$ cat config.mk
export PLATFORM = sky130hd
export DESIGN_NAME = samd_decoder
export DESIGN_NICKNAME = d
export VERILOG_FILES = /design/src/design/samd_pkg.sv /design/src/design/samd_decoder.sv
export SDC_FILE = /design/constraint.sdc
export NUM_CORES = 1
export LEC_CHECK = 0
export ABC_AREA = 0
export CORE_MARGIN = 2
export CORE_UTILIZATION = 40
export DETAILED_ROUTE_END_ITERATION = 7
export DONT_BUFFER_PORTS = 1
export SLEW_MARGIN = 15
export SYNTH_ARGS = -nofsm -noshare
export SYNTH_HDL_FRONTEND = slang
export SYNTH_SLANG_ARGS = --single-unit
export TNS_END_PERCENT = 20
$ cat constraint.sdc
create_clock -name core_clk -period 2.56 [get_ports core_clk]
set_input_delay 0.256 -clock core_clk [delete_from_list [all_inputs] [get_ports core_clk]]
set_output_delay 0.256 -clock core_clk [all_outputs]
set_load 0.01 [all_outputs]
$ cat src/design/samd_pkg.sv
package samd_pkg;

    // ----------------------------------------------------------------
    // Segment and view encodings
    // ----------------------------------------------------------------
    localparam logic [2:0] SEG_LOW = 3'h0;
    localparam logic [2:0] SEG_EXT = 3'h2;
    localparam logic [2:0] SEG_ISRAM = 3'h3;
    localparam logic [2:0] SEG_TCSRAM = 3'h4;
    localparam logic [2:0] SEG_PERIPH = 3'h7;
    localparam logic [1:0] VIEW_EXT = 2'h0;
    localparam logic [1:0] VIEW_TCSRAM = 2'h1;
    localparam logic [1:0] VIEW_ISRAM = 2'h2;
    localparam logic [1:0] VIEW_RESET = 2'h0;
    localparam logic [31:0] TCSRAM_LOW_LAST = 32'h0000_3FFF;
    localparam logic [31:0] APB_FIRST = 32'hFFFC_0000;
    localparam logic [31:0] APB_LAST = 32'hFFFE_FFFF;
    localparam logic [19:0] WIN_SMC = 20'hFFFF1;
    localparam logic [19:0] WIN_LCD = 20'hFFFF4;
    localparam logic [19:0] WIN_IRQ = 20'hFFFFF;
    localparam logic [19:0] WIN_APB_BASE = 20'hFFFC0;
    localparam int CS_HI = 27;
    localparam int CS_LO = 26;
    localparam int SECT_HI_BIT = 28;
    localparam int BANK_ADDR_W = 24;
    localparam int APB_WIN_N = 21;

    // ----------------------------------------------------------------
    // Masters, targets and result
    // ----------------------------------------------------------------
    typedef enum logic [1:0] {
        SAMD_M_CPU = 2'h0,
        SAMD_M_DMA = 2'h1,
        SAMD_M_LCD = 2'h2
    } samd_master_t;

    typedef enum logic [3:0] {
        SAMD_T_NONE = 4'h0,
        SAMD_T_EXTMEM = 4'h1,
        SAMD_T_ISRAM = 4'h2,
        SAMD_T_TCSRAM = 4'h3,
        SAMD_T_SMC_REG = 4'h4,
        SAMD_T_LCD_REG = 4'h5,
        SAMD_T_IRQ_REG = 4'h6,
        SAMD_T_APB = 4'h7,
        SAMD_T_NULL = 4'h8
    } samd_target_t;

    typedef enum logic [1:0] {
        SAMD_R_OK = 2'h0,
        SAMD_R_BUSERR = 2'h1,
        SAMD_R_ABORT = 2'h2
    } samd_resp_t;

    typedef struct packed {
        logic valid;
        samd_master_t master;
        logic [31:0] addr;
    } samd_req_t;

    typedef struct packed {
        logic valid;
        samd_target_t target;
        samd_resp_t resp;
        logic [3:0] cs_n;
        logic [23:0] bank_addr;
        logic [4:0] apb_sel;
        logic zero_wait;
    } samd_dec_t;

endpackage : samd_pkg

$ cat src/design/samd_decoder.sv
`timescale 1ns/1ps
`default_nettype none

// Operation
// Top three address bits pick one of eight 512MB segments.
// External, internal SRAM, coupled SRAM segments fixed regardless of view.
// Memory view select resets to 0x0.
// View 0 aliases external memory into the low segment.
// View 1 maps coupled SRAM into the low segment.
// Low coupled SRAM alias ends at 0x00003FFF.
// View 2 maps internal SRAM low, processor only.
// View 3 is reserved; low segment accesses abort.
// Coupled SRAM serves only the processor; others get bus error.
// Internal SRAM serves processor, DMA and panel controller.
// Coupled SRAM answers processor with zero wait states.
// External segment has eight 64MB sections; first four are chip selects.
// Upper four external sections start no cycle and do not abort.
// Peripheral segment decodes in 4KB windows, 21 for peripherals; the decoder maps only 18 of them (indices 0-17).
// AHB map: APB bridge, memory controller, panel controller, interrupt controller.
// APB windows follow the printed peripheral order.
// Software loads panel frame bases with reachable addresses first.
// Memory port: 24-bit address, 16-bit data, four chip selects.
// Signals named with leading n are active low.
// Bits 27:26 pick chip select; bits 23:0 form bank address.
// Reserved and unassigned targets end with an error response.
module samd_decoder (
    input wire logic core_clk,
    input wire logic rstn,
    input wire samd_pkg::samd_req_t req,
    input wire logic view_wr,
    input wire logic [1:0] view_wdata,
    output logic [1:0] memory_view_select,
    output samd_pkg::samd_dec_t dec
);

    // ----------------------------------------------------------------
    // State
    // ----------------------------------------------------------------
    typedef struct packed {
        logic [1:0] view;
        samd_pkg::samd_dec_t dec;
    } samd_state_t;

    samd_state_t state_reg;
    samd_state_t state_next;

    // Maps a 4KB APB window number to its peripheral index, or 31 if none.
    function automatic logic [4:0] samd_apb_index(input logic [19:0] win);
        logic [19:0] off;
        off = win - samd_pkg::WIN_APB_BASE;
        // printed peripheral order
        if (off <= 20'h00006) begin
            samd_apb_index = off[4:0];
        end else if (off >= 20'h0001B && off <= 20'h00025) begin
            samd_apb_index = 5'(off[4:0] - 5'h14);
        end else begin
            samd_apb_index = 5'h1F;
        end
    endfunction

    // Decodes a memory-type target for the requesting master.
    function automatic samd_pkg::samd_resp_t samd_mem_resp(
        input samd_pkg::samd_target_t t,
        input samd_pkg::samd_master_t m
    );
        samd_mem_resp = samd_pkg::SAMD_R_OK;
        // processor-only coupled SRAM
        if (t == samd_pkg::SAMD_T_TCSRAM && m != samd_pkg::SAMD_M_CPU) begin
            samd_mem_resp = samd_pkg::SAMD_R_BUSERR;
        end
    endfunction

    // ----------------------------------------------------------------
    // Next-state decode
    // ----------------------------------------------------------------
    always_comb begin
        logic [2:0] seg;
        logic [4:0] idx;
        seg = req.addr[31:29];
        idx = 5'h1F;
        state_next = state_reg;
        state_next.dec = '0;
        state_next.dec.cs_n = 4'hF;
        state_next.dec.apb_sel = 5'h1F;
        state_next.dec.valid = req.valid;
        state_next.dec.target = samd_pkg::SAMD_T_NONE;
        state_next.dec.resp = samd_pkg::SAMD_R_OK;
        // Software writes the view; the decode below uses the held value.
        if (view_wr) begin
            state_next.view = view_wdata;
        end
        // segment from top bits
        case (seg)
            // fixed segments
            samd_pkg::SEG_EXT: begin
                state_next.dec.target = samd_pkg::SAMD_T_EXTMEM;
            end
            samd_pkg::SEG_ISRAM: begin
                // shared internal SRAM
                state_next.dec.target = samd_pkg::SAMD_T_ISRAM;
            end
            samd_pkg::SEG_TCSRAM: begin
                state_next.dec.target = samd_pkg::SAMD_T_TCSRAM;
            end
            samd_pkg::SEG_LOW: begin
                case (state_reg.view)
                    // external alias
                    samd_pkg::VIEW_EXT: begin
                        state_next.dec.target = samd_pkg::SAMD_T_EXTMEM;
                    end
                    // coupled SRAM low
                    samd_pkg::VIEW_TCSRAM: begin
                        // alias upper bound
                        if (req.addr <= samd_pkg::TCSRAM_LOW_LAST) begin
                            state_next.dec.target = samd_pkg::SAMD_T_TCSRAM;
                        end else begin
                            state_next.dec.resp = samd_pkg::SAMD_R_BUSERR;
                        end
                    end
                    // internal SRAM low
                    samd_pkg::VIEW_ISRAM: begin
                        if (req.master == samd_pkg::SAMD_M_CPU) begin
                            state_next.dec.target = samd_pkg::SAMD_T_ISRAM;
                        end else begin
                            state_next.dec.resp = samd_pkg::SAMD_R_BUSERR;
                        end
                    end
                    // reserved view aborts
                    default: begin
                        state_next.dec.resp = samd_pkg::SAMD_R_ABORT;
                    end
                endcase
            end
            samd_pkg::SEG_PERIPH: begin
                // 4KB window decode
                // primary AHB map
                if (req.addr >= samd_pkg::APB_FIRST && req.addr <= samd_pkg::APB_LAST) begin
                    idx = samd_apb_index(req.addr[31:12]);
                    if (idx != 5'h1F) begin
                        state_next.dec.target = samd_pkg::SAMD_T_APB;
                        state_next.dec.apb_sel = idx;
                    end else begin
                        state_next.dec.resp = samd_pkg::SAMD_R_BUSERR;
                    end
                end else if (req.addr[31:12] == samd_pkg::WIN_SMC) begin
                    state_next.dec.target = samd_pkg::SAMD_T_SMC_REG;
                end else if (req.addr[31:12] == samd_pkg::WIN_LCD) begin
                    state_next.dec.target = samd_pkg::SAMD_T_LCD_REG;
                end else if (req.addr[31:12] == samd_pkg::WIN_IRQ) begin
                    state_next.dec.target = samd_pkg::SAMD_T_IRQ_REG;
                end else begin
                    state_next.dec.resp = samd_pkg::SAMD_R_BUSERR;
                end
            end
            // reserved segments error out
            default: begin
                state_next.dec.resp = samd_pkg::SAMD_R_BUSERR;
            end
        endcase
        state_next.dec.resp = (state_next.dec.resp == samd_pkg::SAMD_R_OK)
            ? samd_mem_resp(state_next.dec.target, req.master) : state_next.dec.resp;
        if (state_next.dec.resp != samd_pkg::SAMD_R_OK) begin
            state_next.dec.target = samd_pkg::SAMD_T_NONE;
        end
        // zero wait coupled SRAM
        state_next.dec.zero_wait = (state_next.dec.target == samd_pkg::SAMD_T_TCSRAM);
        if (state_next.dec.target == samd_pkg::SAMD_T_EXTMEM) begin
            // upper sections are null
            if (req.addr[samd_pkg::SECT_HI_BIT]) begin
                state_next.dec.target = samd_pkg::SAMD_T_NULL;
            end else begin
                // chip select sections
                // select bits and bank address
                // active low selects
                state_next.dec.cs_n = ~(4'h1 << req.addr[samd_pkg::CS_HI:samd_pkg::CS_LO]);
                // 24-bit bank address
                state_next.dec.bank_addr = req.addr[samd_pkg::BANK_ADDR_W-1:0];
            end
        end
        if (!req.valid) begin
            state_next.dec = '0;
            state_next.dec.cs_n = 4'hF;
            state_next.dec.apb_sel = 5'h1F;
        end
    end

    // ----------------------------------------------------------------
    // Registers
    // ----------------------------------------------------------------
    always_ff @(posedge core_clk) begin
        if (!rstn) begin
            // view resets to zero
            state_reg.view <= samd_pkg::VIEW_RESET;
            state_reg.dec <= '0;
            state_reg.dec.cs_n <= 4'hF;
            state_reg.dec.apb_sel <= 5'h1F;
        end else begin
            state_reg <= state_next;
        end
    end

    // Outputs come straight from the state register.
    assign memory_view_select = state_reg.view;
    assign dec = state_reg.dec;

endmodule : samd_decoder

`default_nettype wire

# Yosys cells after proc, flatten, opt, wreduce, memory -nomap -nowiden
# Cells that the tools add are included.
# op_classes
n_eq_ne	13
n_div	0
shifts	1
n_bitwise	4
addsub	2
mux	32
reduce_logical	13
mul	0
magnitude_cmp	6
# op_table
cell	n
$eq A20 B20 Y1 const B	3
$mux W28	2
$mux W41	1
$mux W5	7
$ge A32 B32 Y1 const B	1
$le A32 B14 Y1 const B	1
$le A32 B32 Y1 const B	1
$ge A20 B5 Y1 const B	1
$le A20 B3 Y1 const B	1
$le A20 B6 Y1 const B	1
$pmux W4 S5	1
$sub A20 B20 Y20 const B	1
$pmux W2 S3	3
$mux W3	4
$mux W4	3
$eq A4 B2 Y1 const B	2
$mux W1	7
$eq A3 B2 Y1 const B	2
$eq A3 B3 Y1 const B	2
$logic_not A2 Y1	3
$mux W2	3
$mux W6	1
$ne A5 B5 Y1 const B	1
$reduce_and A5 Y1	1
13 further kinds	18
# totals
rom_bits	0
ff_bits	43
latch_bits	0
memories	0
mem_bits_rw	0
input_bits	40
elab_cells	79

# Logic depth before layout (Yosys ltp)
# Gate-level depths: netlist of the first run.
# logic_depth
ltp_word	20
mapped_depth	10
ltp_nobuf	9

# Worst setup path before layout of the first run
# Ideal clock, no wire load.
# synth_timing
path_kind	in2reg
start	input req[18] (netlist name)
end	register, netlist name dec[33]
n_path_buf	1
slack_ns	-0.101
path_stages	10
arrival_time_ns	2.537
setup_ns	0.124
path_cell_list	inv_1 > ha_1 > and4bb_2 > a22oi_1 > or4_1 > a221oi_1 > o221ai_2 > a2111oi_4 > buf_6 > nand3_1
# synth_between
elab_chain_len	20
# synth_rtl
item	line_no	text
start: declaration	samd_decoder.sv:29	input wire samd_pkg::samd_req_t req,
$sub A20 B20 Y20	samd_decoder.sv:50	off = win - samd_pkg::WIN_APB_BASE;
$ge A20 B5 Y1 / $le A20 B6 Y1 (equally long branches)	samd_decoder.sv:54	end else if (off >= 20'h0001B && off <= 20'h00025) begin
$logic_and A1 B1 Y1	samd_decoder.sv:54	
$mux W5	samd_decoder.sv:54	
$mux W5	samd_decoder.sv:52	if (off <= 20'h00006) begin
$mux W5	samd_decoder.sv:137	if (req.addr >= samd_pkg::APB_FIRST && req.addr <= samd_pkg::APB_LAST) begin
$mux W5	samd_decoder.sv:93	case (seg)
$ne A5 B5 Y1	samd_decoder.sv:139	if (idx != 5'h1F) begin
[4 not listed]	n/a	
$logic_and A1 B1 Y1	samd_decoder.sv:68	if (t == samd_pkg::SAMD_T_TCSRAM && m != samd_pkg::SAMD_M_CPU) begin
$mux W1	samd_decoder.sv:68	
$mux W2	samd_decoder.sv:161	? samd_mem_resp(state_next.dec.target, req.master) : state_next.dec.resp;
$reduce_bool A2 Y1	samd_decoder.sv:162	if (state_next.dec.resp != samd_pkg::SAMD_R_OK) begin
$mux W4 (*)	samd_decoder.sv:162	
$eq A4 B1 Y1 (*)	samd_decoder.sv:167	if (state_next.dec.target == samd_pkg::SAMD_T_EXTMEM) begin
$not A1 Y1 (no line) (*)	n/a	
$reduce_or A4 Y1 (no line) (*)	n/a	
# Every way passes the cells marked *; elsewhere a longest branch is shown, timed or not. The select of a mux whose other input is x is not followed.
# A chain may end at the register's enable or synchronous reset.

# Final worst setup path of the first run
# layout_timing
start	input req[19] (netlist name)
end	register, netlist name dec[11]
# layout_between
elab_chain_len	20
# layout_rtl
item	line_no
$sub A20 B20 Y20	samd_decoder.sv:50
$ge A20 B5 Y1 / $le A20 B6 Y1 (equally long branches)	samd_decoder.sv:54
$logic_and A1 B1 Y1	samd_decoder.sv:54
$mux W5	samd_decoder.sv:54
$mux W5	samd_decoder.sv:52
$mux W5	samd_decoder.sv:137
$mux W5	samd_decoder.sv:93
$ne A5 B5 Y1	samd_decoder.sv:139
[4 not listed]	n/a
$logic_and A1 B1 Y1	samd_decoder.sv:68
$mux W1	samd_decoder.sv:68
$mux W2	samd_decoder.sv:161
$reduce_bool A2 Y1	samd_decoder.sv:162
$mux W4 (*)	samd_decoder.sv:162
$eq A4 B1 Y1 (*)	samd_decoder.sv:167
$not A1 Y1 (no line) (*)	n/a
$reduce_or A4 Y1 (no line) (*)	n/a
# Marks and branches as above.

==> results of run 1 <==
## placed cells by master (no fill, tap or decap), types with 2 or more instances in the layout
cell type,count
nand3b_1,3
dfxtp_1,43
nor2_1,11
o21a_1,2
mux2i_1,2
inv_1,12
nor2b_1,2
nor4_1,8
clkbuf_8,5
o21ai_0,5
ha_1,9
nand3_1,8
xor2_1,3
and3_2,2
or4_1,3
or2_2,2
nand4_1,7
and2_1,4
and2_4,14
nand2_1,18
or3_1,2
nand2b_1,4
and2_2,7
nor3b_1,2
buf_4,15
a31oi_1,4
a21oi_1,12
nor3_1,7
## worst paths after layout
path,slack (ps),end,cells after the start,startpoint
worst min-delay path,30,dec[33]$_SDFF_PP1_,1,req[26]
worst max-delay path,330,dec[11]$_SDFF_PP0_,10,req[19]
worst max register to register,540,dec[11]$_SDFF_PP0_,7,memory_view_select[1]$_SDFFE_PN0P_
worst min register to register,670,memory_view_select[1]$_SDFFE_PN0P_,2,memory_view_select[1]$_SDFFE_PN0P_
## per-layer routing
layer / wire length, um / vias to the layer above / track usage
met4: 93 / 0 / 0.0679
li1: - / 871 / -
met5: 0 / - / 0
met1: 2270 / 810 / 0.219
met3: 425 / 9 / 0.0605
met2: 2320 / 71 / 0.282
## registers in the layout (all words and copies together), names as in the netlist
name	cells
dec	41
memory_view_select	2
## power breakdown
part	internal, mW	leakage (nW)	switching [mW]	total (mW)
Combinational	0.0596	0.536	0.0590	0.119
Sequential	0.678	0.348	0.00946	0.687
Clock	0.296	0.0587	0.250	0.546
## kinds of logic after synthesis
kind of cell               Yosys count  synth area share
buffers and inverters               23            0.0483
xor gates and xnor gates             4            0.0161
and+or+nand+nor                    113             0.324
DFF                                 43             0.396
muxes                                2           0.00921
adders and majority gates            9            0.0518
AOI/OAI and AO/OA                   42             0.155
## worst register-to-register path, cell delays in order, from the launching register on
cell	delay (ps)
dfxtp_1	410
nor2_1	120
or4b_1	470
o21a_1	220
o221ai_2	230
a2111oi_4	70
buf_12	190
and2_2	200
## cell type report
type | instances | share of cell area
Inverter | 13 | 0.0198
Clock buffer | 5 | 0.0279
Tap cell | 70 | 0.0355
Sequential cell | 43 | 0.349
Multi-Input combinational cell | 170 | 0.495
Clock inverter | 3 | 0.0193
Timing Repair Buffer | 16 | 0.0537
## stage by stage
| stage | setup WS (ps) | hold slack [ps] |
|---|---|---|
| 4_1_cts | 313 | 26.0 |
| 6_report | 329 | 28.5 |
| 5_1_grt | 203 | 21.9 |
| 3_5_place_dp | -2.74 | 337 |
| 3_3_place_gp | 9.47 | 345 |
| 2_1_floorplan | 0.804 | 348 |
==> results.yml, run 1 <==
setup_path:
  cpLargestDelayFamily: "simple AND/OR/NAND/NOR gates"
  path_buf_inv: 2
  timing.critical_path.from_type: "input port"
  arrival_ps: 2480
  worst_path_max_delay_cell: "or4_4"
  slowest_delay_ps: 430
  required_ps: 2810
  endpoint_kind: "flop"
  crit_fanout: 28
  critical_path_class: "input port to flop"
  timing.critical_path.cells: "inv_1 > ha_1 > and4bb_2 > a22oi_2 > or4_4 > a221oi_2 > o221ai_2 > a2111oi_4 > buf_12 > and2_2"
synth:
  synth_flop_cell: "dfxtp_1"
  number_of_nets_produced_by_synthesis: 285
  cell_with_the_most_instances_after_synthesis: "dfxtp_1"
  yosysWarningCount: 0
  synth_top_cell_area_share: 0.396
  synth.distinct_cells: 57
  synth-edff-count: 0
  post_synth_main_area_contributors: "dfxtp_1, and2_4, ha_1, nand2_1, a21oi_1"
  synth_commonest_cells: "dfxtp_1, nand2_1, and2_4, inv_1, a21oi_1"
  synth.ff_latch_count: 43
  synthesis.area_um2: 2170
  netlist_instances: 236
  async_s_r_ff_share_synth: 0
  ys_seq_area_frac: 0.396
  synth.avg_cell_area_um2: 9.21
  cell_type_with_the_largest_total_area_after_synthesis: "dfxtp_1"
sta:
  setup_viol: 0
  setup_tns_ps: 0
  grt_setup_unrepaired: "false"
  finalCriticalPeriod_ps: 2230
  fin_max_slew_vios: 0
  final_hold_viol_count: 0
  clock_skew_ps: 4.85
  max-slew-margin-rel: 0.714
  timing.fmax_mhz: 448
  max_slew.worst_pin.slew_ps: 426
  layout_worst_path_cycle_share: 0.871
die:
  floorplan.core_area_um2: 5170
  initial_core_util: 0.420
  die-width_um: 77.7
  chipHeight_um: 77.7
  die-area_um2: 6040
  rows: 26
  top_level_ports: 83
cells_and_area:
  post-route-cell-area_um2: 2470
  drive_above_1_share: 0.252
  number_of_standard_cells_in_the_final_layout_excluding_fillers: 320
  regArea_um2: 861
  n_fill_cell: 492
  final_core_utilization: 0.478
  final_nets: 298
  synthesis_to_finish_area_growth_pct: 13.6
  antenna-diode-count: 0
  multi_input_area_um2: 1220
placement:
  placed_cells: 312
  globalplace.congestion: 0.868
  portBuffers: 0
  post-dp-hpwl_um: 3930
  place_area_um2: 2350
drt:
  drtPass1Iterations: 4
  vias: 1761
  remaining_drc_errors: 0
  drt_first_iter_violations: 84
  routed_via_density: 5.50
  ant_nets: 0
  finalWirelength_um: 5110
  wl_per_cell_um: 16.0
global_routing:
  antenna_violations_before_repair: 0
  grt_util_all_layers: 0.177
  grt_start_max_net_pins: 29
  via_count_of_the_first_global_routing_pass: 1787
  grt_first_pass_wirelength_um: 8520
  grt_remaining_overflow: 0
job:
  cap_viol_max_count: 0
status:
  run_status: "complete, no violations"
clocking:
  cts_max_path_buffers: 2
  clkSinkCount: 43
  clock_insertion_delay_worst_skew_ps: 300
  cts_root_buffer: "clkbuf_8"
  cts_tree: "built"
  path_clk_slew_ps: 90
  ctsHtreeMaxLevel: 2
  post_cts_sizing_count: 0
  postCtsSetupRepairBufs: 0
  cts_inserted_buffers: 5
  cts_hold_buf: 0
hold_path:
  worst_hold_path_type: "input port to flop"
power:
  cellLeakagePower_nw: 0.943
  overall_power_mw: 1.35
  cellPowerDensity_nw_per_um2: 547
  peakVddDrop_v: 0.000214
Power figures use the tool's default switching activity.
==> inputs of run 2 (changes only) <==
- CELL_PAD_IN_SITES_DETAIL_PLACEMENT: default -> 2
- CELL_PAD_IN_SITES_GLOBAL_PLACEMENT: default -> 2
- CORE_UTILIZATION: 40 -> 32
- PLACE_DENSITY_LB_ADDON: default -> 0.1
==> run 2 against run 1 <==
  * Final cell count is 3.4% higher
  * Wire length is 28% higher
  * Sequential cell count is the same
  * Non-clock buffer count increased by 1
  * Design area is 0.46% lower
  * Setup slack worse by 100 ps
  * Critical path type unchanged
  * Largest cell class unchanged
  * Largest power group unchanged
==> results.yml, run 2 (synthesis results as in run 1) <==
sta:
  setup_viol: 0
  grt_setup_unrepaired: "false"
  final_hold_viol_count: 0
  layout_worst_path_cycle_share: 0.911
  fin_max_slew_vios: 0
  timing.fmax_mhz: 429
  max-slew-margin-rel: 0.681
  finalCriticalPeriod_ps: 2330
  setup_ws_ps: 229
  max_slew.worst_pin.slew_ps: 475
  clock_skew_ps: 7.04
power:
  peakVddDrop_v: 0.000179
  switching_share: 0.254
  clock_power_share: 0.347
  p_comb_frac: 0.100
  share_seq_of_total_power: 0.553
  cellLeakagePower_nw: 0.930
  power_switching_mw: 0.315
  internal-power_mw: 0.928
  cellPowerDensity_nw_per_um2: 506
drt:
  vias: 1838
  finalWirelength_um: 6520
  routed_via_density: 5.55
  ant_nets: 0
  remaining_drc_errors: 0
  drtPass1Iterations: 4
  wl_per_cell_um: 19.7
  drt_first_iter_violations: 59
cells_and_area:
  drive_above_1_share: 0.251
  final_core_utilization: 0.368
  synthesis_to_finish_area_growth_pct: 13.1
  layout.cells.most_common_list: "dfxtp_1, nand2_1, buf_4, and2_4"
  largest_register_ff_count: 41
  regMostFlops: "dec"
  antenna-diode-count: 0
  n_fill_cell: 738
  final_nets: 299
  commonest_non_fill_non_tap_cell_in_the_layout: "dfxtp_1"
die:
  top_level_ports: 83
  rows: 30
  die-area_um2: 7470
  floorplan.core_area_um2: 6680
  die-width_um: 86.4
  chipHeight_um: 86.4
  initial_core_util: 0.325
setup_path:
  timing.critical_path.from_type: "input port"
  required_ps: 2750
  crit_fanout: 28
  critical_path_class: "input port to flop"
  arrival_ps: 2520
  endpoint_kind: "flop"
placement:
  globalplace.congestion: 0.852
  portBuffers: 0
  pre_cts_ws_ps: -57.7
  post-dp-hpwl_um: 5090
global_routing:
  grt_util_all_layers: 0.179
  grt_first_pass_wirelength_um: 10500
  antenna_violations_before_repair: 0
  via_count_of_the_first_global_routing_pass: 1952
  grt_start_max_net_pins: 29
  grt_remaining_overflow: 0
clocking:
  postCtsSetupRepairBufs: 0
  ctsHtreeMaxLevel: 2
  path_clk_slew_ps: 90
  cts_max_path_buffers: 2
  post_cts_sizing_count: 0
  cts_hold_buf: 0
  cts_inserted_buffers: 5
  clkSinkCount: 43
  clock_insertion_delay_worst_skew_ps: 290
  cts_tree: "built"
  cts_root_buffer: "clkbuf_8"
job:
  cap_viol_max_count: 0
status:
  run_status: "complete, no violations"
hold_path:
  worst_hold_path_type: "input port to flop"
==> run 2: worst paths after layout <==
kind / startpoint / end / slack [ps] / depth (start not counted)
worst max register to register: memory_view_select[1]$_SDFFE_PN0P_ / dec[7]$_SDFF_PP0_ / 510 / 7
worst min register to register: memory_view_select[1]$_SDFFE_PN0P_ / memory_view_select[1]$_SDFFE_PN0P_ / 700 / 2
worst max-delay path: req[19] / dec[7]$_SDFF_PP0_ / 230 / 10
worst min-delay path: req[28] / dec[36]$_SDFF_PN0_ / 40 / 1
==> run 2: area by class of cell <==
cell class                 count  area, um^2  share of cell area
clock buffer                   6        72.6              0.0295
clock inverter                 2        12.5             0.00509
inverter                      13        48.8              0.0198
multi-input combinational    170        1220               0.498
sequential                    43         861               0.350
tap                           80         100              0.0407
timing repair buffer          17         140              0.0570
==> run 2: critical path, cell delays in order <==
cell and delay (ps):
inv_1 40, ha_1 260, and4bb_2 290, a22oi_2 90
nor4_1 370, a21oi_1 200, o41ai_4 470, a2111oi_4 140
buf_12 200, and2_2 190
==> run 2: per-stage QoR <==
step	area, um^2	std cells	total power, mW	hold WS (ps)	setup TNS, ps
2_1_floorplan	2190	236	0.801	348	0
3_3_place_gp	2370	323	0.824	331	0
3_5_place_dp	2370	323	0.828	337	-1360
4_1_cts	2460	331	1.26	29.2	0
5_1_grt	2460	331	1.32	17.8	0
6_report	2460	331	1.24	36.7	0
==> run 2: power groups by stage <==
stage | logic, mW | registers [mW] | clock network [mW]
after CTS | 0.126 | 0.688 | 0.448
after global routing | 0.139 | 0.689 | 0.495
after floorplan | 0.0985 | 0.703 | 0
final | 0.124 | 0.688 | 0.431
after detailed placement | 0.124 | 0.704 | 0
after global placement | 0.120 | 0.704 | 0
==> run 2: routing by layer <==
| layer | part of all wire | up-vias | routed length [um] | track usage |
|---|---|---|---|---|
| met5 | 0 | - | 0 | 0 |
| met4 | 0.0041 | 0 | 27 | 0.0341 |
| met3 | 0.066 | 2 | 433 | 0.0562 |
| met2 | 0.48 | 62 | 3140 | 0.298 |
| met1 | 0.45 | 902 | 2920 | 0.230 |
| li1 | - | 872 | - | - |
==> inputs of run 3 (changes only) <==
- SETUP_SLACK_MARGIN: default -> 0.5
==> run 3 against run 2 <==
  * Global-route usage shrank 0.35 points
  * Critical path depth is the same
  * Critical endpoint is now dec[11]$_SDFF_PP0_
  * Largest cell class unchanged
  * Utilization grew 3.8 points
  * Setup slack improved by 60 ps
  * Sequential share of layout area decreased by 3.2 points
  * Clock skew down 1.1 ps
  * Worst hold slack lost 9.7 ps
==> results.yml, run 3 (synthesis results as in run 1) <==
status:
  run_status: "complete, no violations"
power:
  share_seq_of_total_power: 0.498
  internal-power_mw: 1.04
  p_comb_frac: 0.104
  switching_share: 0.243
  clock_power_share: 0.398
  power_switching_mw: 0.335
  cellPowerDensity_nw_per_um2: 509
  cellLeakagePower_nw: 1.02
  peakVddDrop_v: 0.000204
sta:
  max_slew.worst_pin.slew_ps: 501
  clock_skew_ps: 5.93
  fin_max_slew_vios: 0
  grt_setup_unrepaired: "true"
  timing.fmax_mhz: 440
  layout_worst_path_cycle_share: 0.887
  setup_viol: 0
  final_hold_viol_count: 0
  setup_ws_ps: 289
  whs_ps: 27.0
  finalCriticalPeriod_ps: 2270
  max-slew-margin-rel: 0.664
clocking:
  cts_tree: "built"
  clock_insertion_delay_worst_skew_ps: 310
  ctsHtreeMaxLevel: 2
  cts_root_buffer: "clkbuf_8"
  path_clk_slew_ps: 90
  cts_inserted_buffers: 5
  cts_max_path_buffers: 2
  clkSinkCount: 43
global_routing:
  via_count_of_the_first_global_routing_pass: 1903
  grt_remaining_overflow: 0
  grt_start_max_net_pins: 29
  grt_first_pass_wirelength_um: 10100
  grt_util_all_layers: 0.176
  antenna_violations_before_repair: 0
setup_path:
  critical_path.reg2reg.endpoint: "dec[11]$_SDFF_PP0_"
  worst_path_max_delay_cell: "or4_1"
  timing.critical_path.from_type: "input port"
  arrival_ps: 2480
  required_ps: 2770
  endpoint_kind: "flop"
  slowest_delay_ps: 420
  regToRegSetupSlack_ps: 430
  critical_path_class: "input port to flop"
  timing.reg2reg.worst_path_depth: 8
  critical_path.startpoint: "req[18]"
  timing.rr.start: "memory_view_select[1]$_SDFFE_PN0P_"
  crit_path_end: "dec[11]$_SDFF_PP0_"
  timing.critical_path.cells: "ha_2 > nand3_2 > or4_1 > o311a_4 > or3_4 > o41ai_4 > a2111oi_4 > buf_6 > buf_12 > and2_2"
  crit_fanout: 9
cells_and_area:
  number_of_standard_cells_in_the_final_layout_excluding_fillers: 337
  largest_register_ff_count: 41
  commonest_non_fill_non_tap_cell_in_the_layout: "dfxtp_1"
  final_nets: 305
  post-route-cell-area_um2: 2710
  regMostFlops: "dec"
  antenna-diode-count: 0
  layout.cells.most_common_list: "dfxtp_1, nand2_1, and2_4, buf_4"
  synthesis_to_finish_area_growth_pct: 24.6
  final_core_utilization: 0.406
  drive_above_1_share: 0.331
die:
  initial_core_util: 0.325
  die-area_um2: 7470
  floorplan.core_area_um2: 6680
  die-width_um: 86.4
  chipHeight_um: 86.4
  rows: 30
  top_level_ports: 83
placement:
  globalplace.congestion: 0.835
  portBuffers: 0
  pre_cts_ws_ps: -62.3
  placed_cells: 320
  place_area_um2: 2380
  post-dp-hpwl_um: 5020
drt:
  drt_first_iter_violations: 44
  routed_via_density: 5.45
  wl_per_cell_um: 20.7
  remaining_drc_errors: 0
  vias: 1836
  drtPass1Iterations: 4
  finalWirelength_um: 6960
  ant_nets: 0
hold_path:
  source_of_the_worst_hold_timing_path: "req[26]"
  holdPathStages: 1
  worst_hold_path_type: "input port to flop"
job:
  cap_viol_max_count: 0
## run 3: cell types whose count changed in the layout (fill, tap and decap cells not counted), moves of 3 or more
cell / delta
ha_1: -4
nor4_1: -3
and2_4: +4
and2_2: -4
## run 3: routing by layer
layer | up-vias | wire length (um) | track usage | part of all wire
met3 | 6 | 376 | 0.0543 | 0.054
met4 | 0 | 92 | 0.0568 | 0.013
met1 | 892 | 3160 | 0.227 | 0.45
met2 | 55 | 3330 | 0.280 | 0.48
met5 | - | 0 | 0 | 0
li1 | 883 | - | - | -
## run 3: layout make-up
type / instances / area (um^2)
timing repair buffer: 23 / 228
clock inverter: 3 / 47.5
clock buffer: 5 / 68.8
inverter: 13 / 66.3
sequential: 43 / 861
fill: 719 / 3970
multi-input combinational: 170 / 1340
tap: 80 / 100
## run 3: metrics by stage
stage          power [mW]  TNS (ps)
6_report             1.38         0
3_5_place_dp        0.828      -584
4_1_cts              1.38         0
3_3_place_gp        0.825    -0.148
2_1_floorplan       0.804         0
5_1_grt              1.45         0
## run 3: how the worst min path moves through the flow
| stage | endpoint | slack [ps] |
|---|---|---|
| finish | dec[33]$_SDFF_PP1_ | 30 |
| global route | dec[33]$_SDFF_PP1_ | 20 |
| CTS | dec[33]$_SDFF_PP1_ | 20 |
| detailed placement | dec[33]$_SDFF_PP1_ | 340 |
| global placement | dec[33]$_SDFF_PP1_ | 330 |
| floorplan | dec[36]$_SDFF_PN0_ | 350 |
## run 3: power by group through the flow
| stage | sequential [mW] | combinational, mW | clock, mW |
|---|---|---|---|
| 6_report | 0.688 | 0.144 | 0.549 |
| 3_5_place_dp | 0.704 | 0.125 | 0 |
| 4_1_cts | 0.688 | 0.127 | 0.566 |
| 2_1_floorplan | 0.703 | 0.101 | 0 |
| 5_1_grt | 0.689 | 0.157 | 0.601 |
| 3_3_place_gp | 0.704 | 0.121 | 0 |
## run 3: repair_timing
| item | 4_1_cts | 5_1_grt |
|---|---|---|
| hold buffers | 0 | 0 |
| endpoints found under the setup margin | 33 | 33 |
| gates resized for setup | 1 | 22 |
| gates cloned | 0 | 3 |
| setup buffers | 0 | 6 |
| pin swaps | 0 | 7 |
## run 3: critical path: cells and delay by family
family	cells	cell delay (ps)
simple gates	4	1050
compound gates	3	670
buf+inv	2	300
fa+ha+maj	1	190
